**config.mk**
```make
export PLATFORM = sky130hd
export DESIGN_NAME = uhpc_pll_reference_in_ctrl
export DESIGN_NICKNAME = d
export VERILOG_FILES = /design/src/verilog/uhpc_pkg.sv /design/src/verilog/uhpc_sync.sv /design/src/verilog/uhpc_pll_reference_in_ctrl.sv
export SDC_FILE = /design/constraint.sdc
export NUM_CORES = 1
export LEC_CHECK = 0
export BUFFER_PORTS_ARGS = -buffer_cell sky130_fd_sc_hd__buf_2
export CAP_MARGIN = 0
export CELL_PAD_IN_SITES_DETAIL_PLACEMENT = 0
export CELL_PAD_IN_SITES_GLOBAL_PLACEMENT = 1
export CORE_MARGIN = 1
export CORE_UTILIZATION = 40
export CTS_CLUSTER_DIAMETER = 200
export DETAILED_ROUTE_END_ITERATION = 8
export PLACE_DENSITY = 0.78
export SYNTH_ARGS = -nofsm -noshare
export SYNTH_HDL_FRONTEND = slang
export SYNTH_SLANG_ARGS = --single-unit
```
**constraint.sdc**
```tcl
create_clock -name clk_sys -period 2 [get_ports clk_sys]
set_input_delay 0.2 -clock clk_sys [delete_from_list [all_inputs] [get_ports clk_sys]]
set_output_delay 0.2 -clock clk_sys [all_outputs]
set_load 0.05 [all_outputs]
```
**src/verilog/uhpc_pkg.sv**
```systemverilog
`default_nettype none
package uhpc_pkg;

   // ****************************************************************
   // Timing
   // ****************************************************************
   localparam int CLK_PERIOD_NS = 8;
   localparam int SUPPLY_SETTLE_NS = 1000;
   localparam int SUPPLY_SETTLE_CYC =
      (SUPPLY_SETTLE_NS + CLK_PERIOD_NS - 1) / CLK_PERIOD_NS;
   localparam int LOCK_EDGES_DEF = 32;
   localparam int STALL_CYC_DEF = 64;

   // ****************************************************************
   // Clock figures in kHz
   // ****************************************************************
   localparam logic [15:0] KHZ_ULPI = 16'hea60;
   localparam logic [18:0] KHZ_PLL_OUT = 19'h75300;
   localparam logic [15:0] KHZ_52000 = 16'hcb20;
   localparam logic [15:0] KHZ_38400 = 16'h9600;
   localparam logic [15:0] KHZ_12000 = 16'h2ee0;
   localparam logic [15:0] KHZ_27000 = 16'h6978;
   localparam logic [15:0] KHZ_13000 = 16'h32c8;
   localparam logic [15:0] KHZ_19200 = 16'h4b00;
   localparam logic [15:0] KHZ_26000 = 16'h6590;
   localparam logic [15:0] KHZ_24000 = 16'h5dc0;

   localparam logic [2:0] SEL_52000 = 3'h0;
   localparam logic [2:0] SEL_38400 = 3'h1;
   localparam logic [2:0] SEL_12000 = 3'h2;
   localparam logic [2:0] SEL_27000 = 3'h3;
   localparam logic [2:0] SEL_13000 = 3'h4;
   localparam logic [2:0] SEL_19200 = 3'h5;
   localparam logic [2:0] SEL_26000 = 3'h6;

   // ****************************************************************
   // Register map
   // ****************************************************************
   localparam logic [7:0] ADDR_CTRL = 8'h00;
   localparam logic [7:0] ADDR_STATUS = 8'h04;
   localparam logic [7:0] ADDR_REF_KHZ = 8'h08;
   localparam logic [7:0] ADDR_LOCK_LOSS = 8'h0c;
   localparam int CTRL_W = 3;
   localparam int CTRL_LOW_POWER = 0;
   localparam int CTRL_CARKIT = 1;
   localparam int CTRL_HOST_WAKE = 2;
   localparam logic [CTRL_W-1:0] CTRL_RESET = 3'h0;

   // ****************************************************************
   // Types
   // ****************************************************************
   typedef enum logic {
      UHPC_LINK_SOURCED,
      UHPC_PHY_SOURCED
   } uhpc_clk_mode_t;

   typedef enum logic [2:0] {
      ST_RESET,
      ST_STRAP,
      ST_SETTLE,
      ST_LOCK,
      ST_STP_WAIT,
      ST_RUN,
      ST_LOW_POWER
   } uhpc_state_t;

   typedef struct packed {
      logic hard_reset_n;
      logic low_power;
      logic dir;
      logic locked;
      logic [2:0] ref_sel;
      logic phy_mode;
   } uhpc_status_t;

   function automatic logic [15:0] uhpc_ref_khz(input logic [2:0] sel);
      logic [15:0] k;
      k = KHZ_24000;
      if (sel == SEL_52000) k = KHZ_52000;
      else if (sel == SEL_38400) k = KHZ_38400;
      else if (sel == SEL_12000) k = KHZ_12000;
      else if (sel == SEL_27000) k = KHZ_27000;
      else if (sel == SEL_13000) k = KHZ_13000;
      else if (sel == SEL_19200) k = KHZ_19200;
      else if (sel == SEL_26000) k = KHZ_26000;
      return k;
   endfunction : uhpc_ref_khz

endpackage : uhpc_pkg
`default_nettype wire

```
**src/verilog/uhpc_sync.sv**
```systemverilog
`timescale 1ns/1ps
`default_nettype none
module uhpc_sync
   import uhpc_pkg::*;
#(
   parameter int W = 1
)
(
   input wire logic clk_sys,
   input wire logic sys_rst,
   input wire logic [W-1:0] d,
   output logic [W-1:0] q,
   output logic [W-1:0] rise
);

   // ****************************************************************
   // Two-stage synchroniser and edge finder
   // ****************************************************************
   logic [W-1:0] meta_q;
   logic [W-1:0] sync_q;
   logic [W-1:0] prev_q;

   always_ff @(posedge clk_sys)
   begin
      if (sys_rst)
      begin
         meta_q <= '0;
         sync_q <= '0;
         prev_q <= '0;
      end
      else
      begin
         meta_q <= d;
         sync_q <= meta_q;
         prev_q <= sync_q;
      end
   end

   assign q = sync_q;
   assign rise = sync_q & ~prev_q;

endmodule : uhpc_sync
`default_nettype wire

```
**src/verilog/uhpc_pll_reference_in_ctrl.sv**
```systemverilog
// The address map and the APB interface to the registers are this design's own decisions.
`timescale 1ns/1ps
`default_nettype none
//
// Overview of operation
// - Two clock modes: link sources 60 MHz, or device makes 60 MHz.
// - Clock output pin high at start-up selects link-sourced 60 MHz mode.
// - Link-sourced mode: DIR drops only after lock; link waits for it.
// - Device-sourced mode: after lock, drive 60 MHz out and drop DIR.
// - Generated clock stays within 500 ppm of nominal.
// - No phase alignment needed between reference and generated clock.
// - Three-bit strap picks reference frequency from eight fixed values.
// - Only rising reference edges matter; falling edges ignored.
// - PLL multiplies reference to 480 MHz for transmit and receive.
// - Reference starting late after reset release delays start equally.
// - Running reference while hard reset low never starts the device.
// - Device leaves low power when link raises STP.
// - Reference loss in synchronous mode drops lock; session may drop.
// - After supplies settle, DIR stays high until PLL locks.
// - STP held high at start-up keeps DIR high until it falls.
module uhpc_pll_reference_in_ctrl
   import uhpc_pkg::*;
#(
   parameter int LOCK_EDGES = LOCK_EDGES_DEF,
   parameter int STALL_CYC = STALL_CYC_DEF
)
(
   input wire logic clk_sys,
   input wire logic sys_rst,
   input wire logic psel,
   input wire logic penable,
   input wire logic pwrite,
   input wire logic [7:0] paddr,
   input wire logic [31:0] pwdata,
   output logic [31:0] prdata,
   output logic pready,
   output logic pslverr,
   input wire logic hard_reset_n,
   input wire logic pll_reference_in,
   input wire logic ulpi_clock_output_strap_i,
   output logic ulpi_clock_output_strap_o,
   output logic ulpi_clock_output_strap_oe,
   input wire logic [2:0] ref_freq_select_straps,
   input wire logic stp,
   output logic dir_o,
   output logic dir_oe,
   output logic pll_run,
   output logic pll_locked,
   output logic [15:0] pll_ref_khz,
   output logic [18:0] pll_out_khz,
   output logic host_wake_resume_en
);

   // ****************************************************************
   // Pin synchronisers
   // ****************************************************************
   logic [6:0] pin_q;
   logic [6:0] pin_rise;
   wire hrn_s;
   wire ref_rise;
   wire strap_s;
   wire stp_s;
   wire [2:0] sel_s;

   uhpc_sync #(.W(7)) u_sync (
      .clk_sys(clk_sys),
      .sys_rst(sys_rst),
      .d({ref_freq_select_straps, stp, ulpi_clock_output_strap_i,
          pll_reference_in, hard_reset_n}),
      .q(pin_q),
      .rise(pin_rise)
   );

   assign hrn_s = pin_q[0];
   assign ref_rise = pin_rise[1];
   assign strap_s = pin_q[2];
   assign stp_s = pin_q[3];
   assign sel_s = pin_q[6:4];

   // ****************************************************************
   // State and counters
   // ****************************************************************
   uhpc_state_t state_q;
   uhpc_state_t state_d;
   uhpc_clk_mode_t mode_q;
   logic [2:0] ref_sel_q;
   logic [15:0] settle_q;
   logic [15:0] gap_q;
   logic [15:0] edges_q;
   logic [15:0] lock_loss_q;
   logic [CTRL_W-1:0] ctrl_q;
   logic [31:0] prdata_q;

   wire stall;
   wire settled;
   wire lock_done;
   wire locked;
   wire lp_req;
   wire lose_lock;

   // Missing reference edges mean lock is gone
   assign stall = (gap_q >= 16'(STALL_CYC - 1));
   assign settled = (settle_q >= 16'(SUPPLY_SETTLE_CYC - 1));
   // Lock waits for edges, so a late reference delays start
   assign lock_done = (edges_q >= 16'(LOCK_EDGES - 1)) && ref_rise;
   assign locked = (state_q == ST_STP_WAIT) || (state_q == ST_RUN);
   assign lp_req = ctrl_q[CTRL_LOW_POWER] | ctrl_q[CTRL_CARKIT];
   assign lose_lock = locked && stall;

   // ****************************************************************
   // Start-up and lock sequencer
   // ****************************************************************
   always_comb
   begin
      state_d = state_q;
      case (state_q)
         ST_RESET:
            if (hrn_s)
               state_d = ST_STRAP;
         ST_STRAP:
            state_d = ST_SETTLE;
         ST_SETTLE:
            if (settled)
               state_d = ST_LOCK;
         ST_LOCK:
            if (lock_done)
               state_d = ST_STP_WAIT;
         ST_STP_WAIT:
            if (stall)
               state_d = ST_LOCK;
            else if (!stp_s)
               state_d = ST_RUN;
         ST_RUN:
            if (stall)
               state_d = ST_LOCK;
            else if (lp_req)
               state_d = ST_LOW_POWER;
         ST_LOW_POWER:
            if (stp_s)
               state_d = ST_LOCK;
         default:
            state_d = ST_RESET;
      endcase
      // Reference ignored while hard reset is low
      if (!hrn_s)
         state_d = ST_RESET;
   end

   always_ff @(posedge clk_sys)
   begin
      if (sys_rst)
         state_q <= ST_RESET;
      else
         state_q <= state_d;
   end

   // ****************************************************************
   // Strap capture
   // ****************************************************************
   // Straps latched once per reset
   always_ff @(posedge clk_sys)
   begin
      if (sys_rst)
      begin
         mode_q <= UHPC_PHY_SOURCED;
         ref_sel_q <= '0;
      end
      else if (state_q == ST_STRAP)
      begin
         mode_q <= strap_s ? UHPC_LINK_SOURCED : UHPC_PHY_SOURCED;
         ref_sel_q <= sel_s;
      end
   end

   // ****************************************************************
   // Supply settle, edge gap and lock counters
   // ****************************************************************
   always_ff @(posedge clk_sys)
   begin
      if (sys_rst || state_q != ST_SETTLE)
         settle_q <= '0;
      else if (!settled)
         settle_q <= settle_q + 16'h0001;
   end

   always_ff @(posedge clk_sys)
   begin
      if (sys_rst || ref_rise || state_q == ST_RESET)
         gap_q <= '0;
      else if (!stall)
         gap_q <= gap_q + 16'h0001;
   end

   always_ff @(posedge clk_sys)
   begin
      if (sys_rst || state_q != ST_LOCK || stall)
         edges_q <= '0;
      else if (ref_rise)
         edges_q <= edges_q + 16'h0001;
   end

   always_ff @(posedge clk_sys)
   begin
      if (sys_rst)
         lock_loss_q <= '0;
      else if (lose_lock && lock_loss_q != 16'hffff)
         lock_loss_q <= lock_loss_q + 16'h0001;
   end

   // ****************************************************************
   // Pin and PLL controls
   // ****************************************************************
   logic dir_q;
   logic dir_oe_q;
   logic clk_gate_q;

   always_ff @(posedge clk_sys)
   begin
      if (sys_rst)
      begin
         dir_q <= 1'b1;
         dir_oe_q <= 1'b0;
         clk_gate_q <= 1'b0;
      end
      else
      begin
         // DIR falls only once locked and STP low
         dir_q <= (state_d != ST_RUN);
         dir_oe_q <= (state_d != ST_RESET) && (state_d != ST_STRAP);
         // Gate opens without any phase alignment
         clk_gate_q <= (mode_q == UHPC_PHY_SOURCED) &&
                       ((state_d == ST_STP_WAIT) || (state_d == ST_RUN));
      end
   end

   assign dir_o = dir_q;
   assign dir_oe = dir_oe_q;
   // Link-sourced mode never drives the strap pin
   assign ulpi_clock_output_strap_o = clk_gate_q;
   assign ulpi_clock_output_strap_oe = clk_gate_q;
   assign pll_run = (state_q == ST_LOCK) || locked;
   assign pll_locked = locked;
   // Reference is 60 MHz in link mode, else strap choice
   assign pll_ref_khz = (mode_q == UHPC_LINK_SOURCED) ? KHZ_ULPI :
                        uhpc_ref_khz(ref_sel_q);
   // Generated clock figure is fixed at the 480 MHz PLL output rate
   assign pll_out_khz = KHZ_PLL_OUT;
   assign host_wake_resume_en = ctrl_q[CTRL_HOST_WAKE];

   // ****************************************************************
   // APB slave
   // ****************************************************************
   wire setup;
   wire access;
   wire hit_ctrl;
   wire hit_status;
   wire hit_ref;
   wire hit_loss;
   wire hit_any;
   wire wr_ctrl;
   uhpc_status_t status;

   assign setup = psel && !penable;
   assign access = psel && penable;
   assign hit_ctrl = (paddr == ADDR_CTRL);
   assign hit_status = (paddr == ADDR_STATUS);
   assign hit_ref = (paddr == ADDR_REF_KHZ);
   assign hit_loss = (paddr == ADDR_LOCK_LOSS);
   assign hit_any = hit_ctrl | hit_status | hit_ref | hit_loss;
   assign wr_ctrl = access && pwrite && hit_ctrl;
   assign pready = 1'b1;
   assign pslverr = access && !hit_any;

   assign status.hard_reset_n = hrn_s;
   assign status.low_power = (state_q == ST_LOW_POWER);
   assign status.dir = dir_q;
   assign status.locked = locked;
   assign status.ref_sel = ref_sel_q;
   assign status.phy_mode = (mode_q == UHPC_PHY_SOURCED);

   always_ff @(posedge clk_sys)
   begin
      if (sys_rst || !hrn_s)
         ctrl_q <= CTRL_RESET;
      else if (wr_ctrl)
         ctrl_q <= pwdata[CTRL_W-1:0];
      else if (state_q == ST_LOW_POWER && stp_s)
      begin
         ctrl_q[CTRL_LOW_POWER] <= 1'b0;
         ctrl_q[CTRL_CARKIT] <= 1'b0;
      end
   end

   always_ff @(posedge clk_sys)
   begin
      if (sys_rst)
         prdata_q <= '0;
      else if (setup)
      begin
         if (pwrite)
            prdata_q <= '0;
         else if (hit_ctrl)
            prdata_q <= {{(32-CTRL_W){1'b0}}, ctrl_q};
         else if (hit_status)
            prdata_q <= {24'h000000, status};
         else if (hit_ref)
            prdata_q <= {16'h0000, pll_ref_khz};
         else if (hit_loss)
            prdata_q <= {16'h0000, lock_loss_q};
         else
            prdata_q <= '0;
      end
   end

   assign prdata = prdata_q;

endmodule : uhpc_pll_reference_in_ctrl
`default_nettype wire

```
==> out/qor.csv <==
metric,value,unit
status,completed,
post-route-period-util,0.9593,
rsz0062_at_grt,no,
rr_endpoint,lock_loss_q[1],
cts_tree,built,
synth_compound_area_frac,0.1363,
setup_viol,0,
row_count,41,
worstPathMaxFanout,6,
port_buffers,59,
wl_per_cell,13.77,um
fmax,521.2,MHz
post-place-ws,0.04991,ns
internal-power,3106,uW
postCtsHoldBufs,0,
clkTransAtPathRegs,0.07,ns
num_vias,4209,
clock_latency,0.35,ns
avgViaCountPerCell,5.096,
seq_area,0.002165,mm2
seq_power_share,0.522,
dieArea,0.01350,mm2
p_comb_frac,0.078,
grt_pass1_wl,18280,um
grt_pass1_vias,3792,
synth_adder_area_share,0.01200,
yosys.area_share.simple,0.2704,
p_per_area,701.0,mW/mm2
hold_violations,0,
synth_cells,588,
drt_pass1_iterations,4,
coreArea,0.01267,mm2
ir_drop,0.5136,mV
synth_area_leaders,"dfxtp_1, buf_4, nor2_1",
min_to,u_sync.meta_q[6],
synth_xor_xnor_area_share,0.04367,
clockRootBuffer,clkbuf_16,
p_switching,1055,uW
fin_setup_tns,0,ns
fillers,1268,
endpoint_kind,primary output,
fin_ws,0.08144,ns
synth-seq-area-share,0.4146,
crit_type,flop to primary output,
slew_headroom,0.2879,
diodes,0,
worstPathArrival,1.72,ns
drc,0,
total_power,4162,uW
r2r_slack,0.13,ns
nNetsFinal,706,
min_path_cells,2,
ys_types,69,
async_reset_ff_frac,0,
ys_ff_latch,108,
min_path_type,input pin to flop,
start_kind,flop,
cts.sinks,108,
grt_use_total,0.1757,
yosysTopAreaCellShare,0.4146,
postPlaceCellArea,0.005613,mm2
layout_min_cycle_time,1.919,ns
multiInputGateArea,0.002715,mm2
numCtsBuffers,9,
dieWidth,116.2,um
worstPathRequired,1.80,ns
ant_nets,0,
p_sw_frac,0.2536,
hold_start,ref_freq_select_straps[2],
syn_area,0.005215,mm2
io_pins,128,
worstRegToRegCells,6,
final_layout_size_suffix_gt1_frac,0.1927,
design_area,0.005937,mm2
htree_levels,3,
clock_skew,0.006941,ns
area_delta_synth_final,13.84,%
yosys_warnings,0,
fp.dieH,116.2,um
synth.area.mux_share,0.02543,
synth_edf_count,0,
tightest_slew,1.053,ns
clkPwrFrac,0.400,
grt_max_degree,54,
final_common_cell,dfxtp_1,
grt-ovfl-total,0,
final_cell_mix,"dfxtp_1, buf_2, nor2_1, conb_1, nand2_1",
clockBufferDepth,2,
synth.avg_cell_area,8.869,um2
drt_iter0_markers,199,
post-dp-hpwl,8282,um
wl,11380,um
r2r-start,gap_q[6],
globalplace.congestion,0.8312,
start_util,0.4116,
synth_top_family_by_area,simple AND/OR/NAND/NOR gates,
maxCapViolations,0,
synth.largest_area_cell,dfxtp_1,
antenna_found_initial,0,
synthFlopType,dfxtp_1,
timing.final.max_slew_violations,0,
leakage,0.002280,uW
[synthesized netlist by cell type (3+ instances only)]
library cell	number
buf_2	4
a21oi_1	34
mux2i_1	11
buf_4	41
nor3_1	9
nor2_1	53
xor2_1	13
inv_1	12
or3_1	5
o21ai_0	18
and2_1	27
o31ai_1	12
and3_1	6
a21boi_0	5
or4_1	14
nand2b_1	17
and4_1	4
nand2_1	36
xnor2_1	13
dfxtp_1	108
nor2b_1	19
nor4_1	8
a211oi_1	3
nand4_1	10
nand3_1	16
o311a_1	4
o211ai_1	4
ha_1	5
buf_6	4
nand3b_1	7
clkbuf_1	18
a2bb2oi_1	3
buf_1	3
[worst max-delay path, stage by stage, from the launching register on]
cell      delay (ns)
dfxtp_1         0.36
nand2b_1        0.22
or2_2           0.34
nand3_1         0.15
buf_2           0.29
[worst max-delay path by stage]
stage / slack, ns / cells past startpoint / from / to
after floorplan: -0.17 / 6 / ref_sel_q[0] / prdata[12]
after global placement: 0.07 / 5 / gap_q[6] / lock_loss_q[12]
after detailed placement: 0.05 / 5 / gap_q[6] / lock_loss_q[13]
after CTS: 0.03 / 5 / gap_q[0] / lock_loss_q[13]
after global routing: 0.008 / 4 / ref_sel_q[0] / pll_ref_khz[6]
final: 0.08 / 4 / ref_sel_q[0] / pll_ref_khz[6]
[layer usage]
| layer | vias to the layer above | wire (um) | track usage |
|---|---|---|---|
| met2 | 91 | 5485 | 0.2952 |
| met3 | 19 | 512 | 0.05241 |
| met4 | 0 | 252 | 0.07436 |
| li1 | 2113 | - | - |
| met1 | 1986 | 5125 | 0.2087 |
| met5 | - | 0 | 0 |
[what timing repair did]
action / 4_1_cts / 5_1_grt
gates resized for setup: 3 / 4
buffers inserted: 0 / 1
endpoints found under the setup margin: 2 / 24
gates cloned: 0 / 1
[stage by stage]
step                      utilization  std cells  hold slack [ns]
after floorplan                     -        625           0.3282
final                          0.4685        826          0.05122
after detailed placement       0.4430        808           0.4174
after global placement         0.4430        808           0.4121
after CTS                      0.4655        824          0.03922
after global routing           0.4685        826          0.04600
[sequential cells by signal (all words and copies together) (netlist names)]
name                       flops
edges_q                       16
gap_q                         16
lock_loss_q                   16
prdata                        16
settle_q                      16
u_sync.meta_q                  7
u_sync.q                       7
ctrl_q                         3
ref_sel_q                      3
state_q                        3
dir_o                          1
dir_oe                         1
mode_q                         1
u_sync.prev_q                  1
ulpi_clock_output_strap_o      1
[cells by family (layout without fill, tap and decap cells)]
kind of cell / after synthesis / after routing
adders and majority gates: 5 / 5
buffers and inverters: 83 / 111
and+or+nand+nor: 248 / 248
AOI/OAI and AO/OA: 103 / 104
other: 2 / 39
xor gates and xnor gates: 26 / 26
DFF: 108 / 108
muxes: 13 / 13
[area by class of cell]
class	count	area share
clock buffer	10	0.04025
clock inverter	6	0.006744
inverter	12	0.007587
multi-input combinational	435	0.4573
sequential	108	0.3646
tap	172	0.03625
timing repair buffer	83	0.08725
[power groups by stage]
stage	Combinational, uW	Sequential [uW]	Clock (uW)
after floorplan	325	2220	0
after global placement	322	2220	0
final	324	2170	1670
after CTS	324	2170	1730
after global routing	344	2170	1800
after detailed placement	323	2220	0
Power figures use the tool's default switching activity.
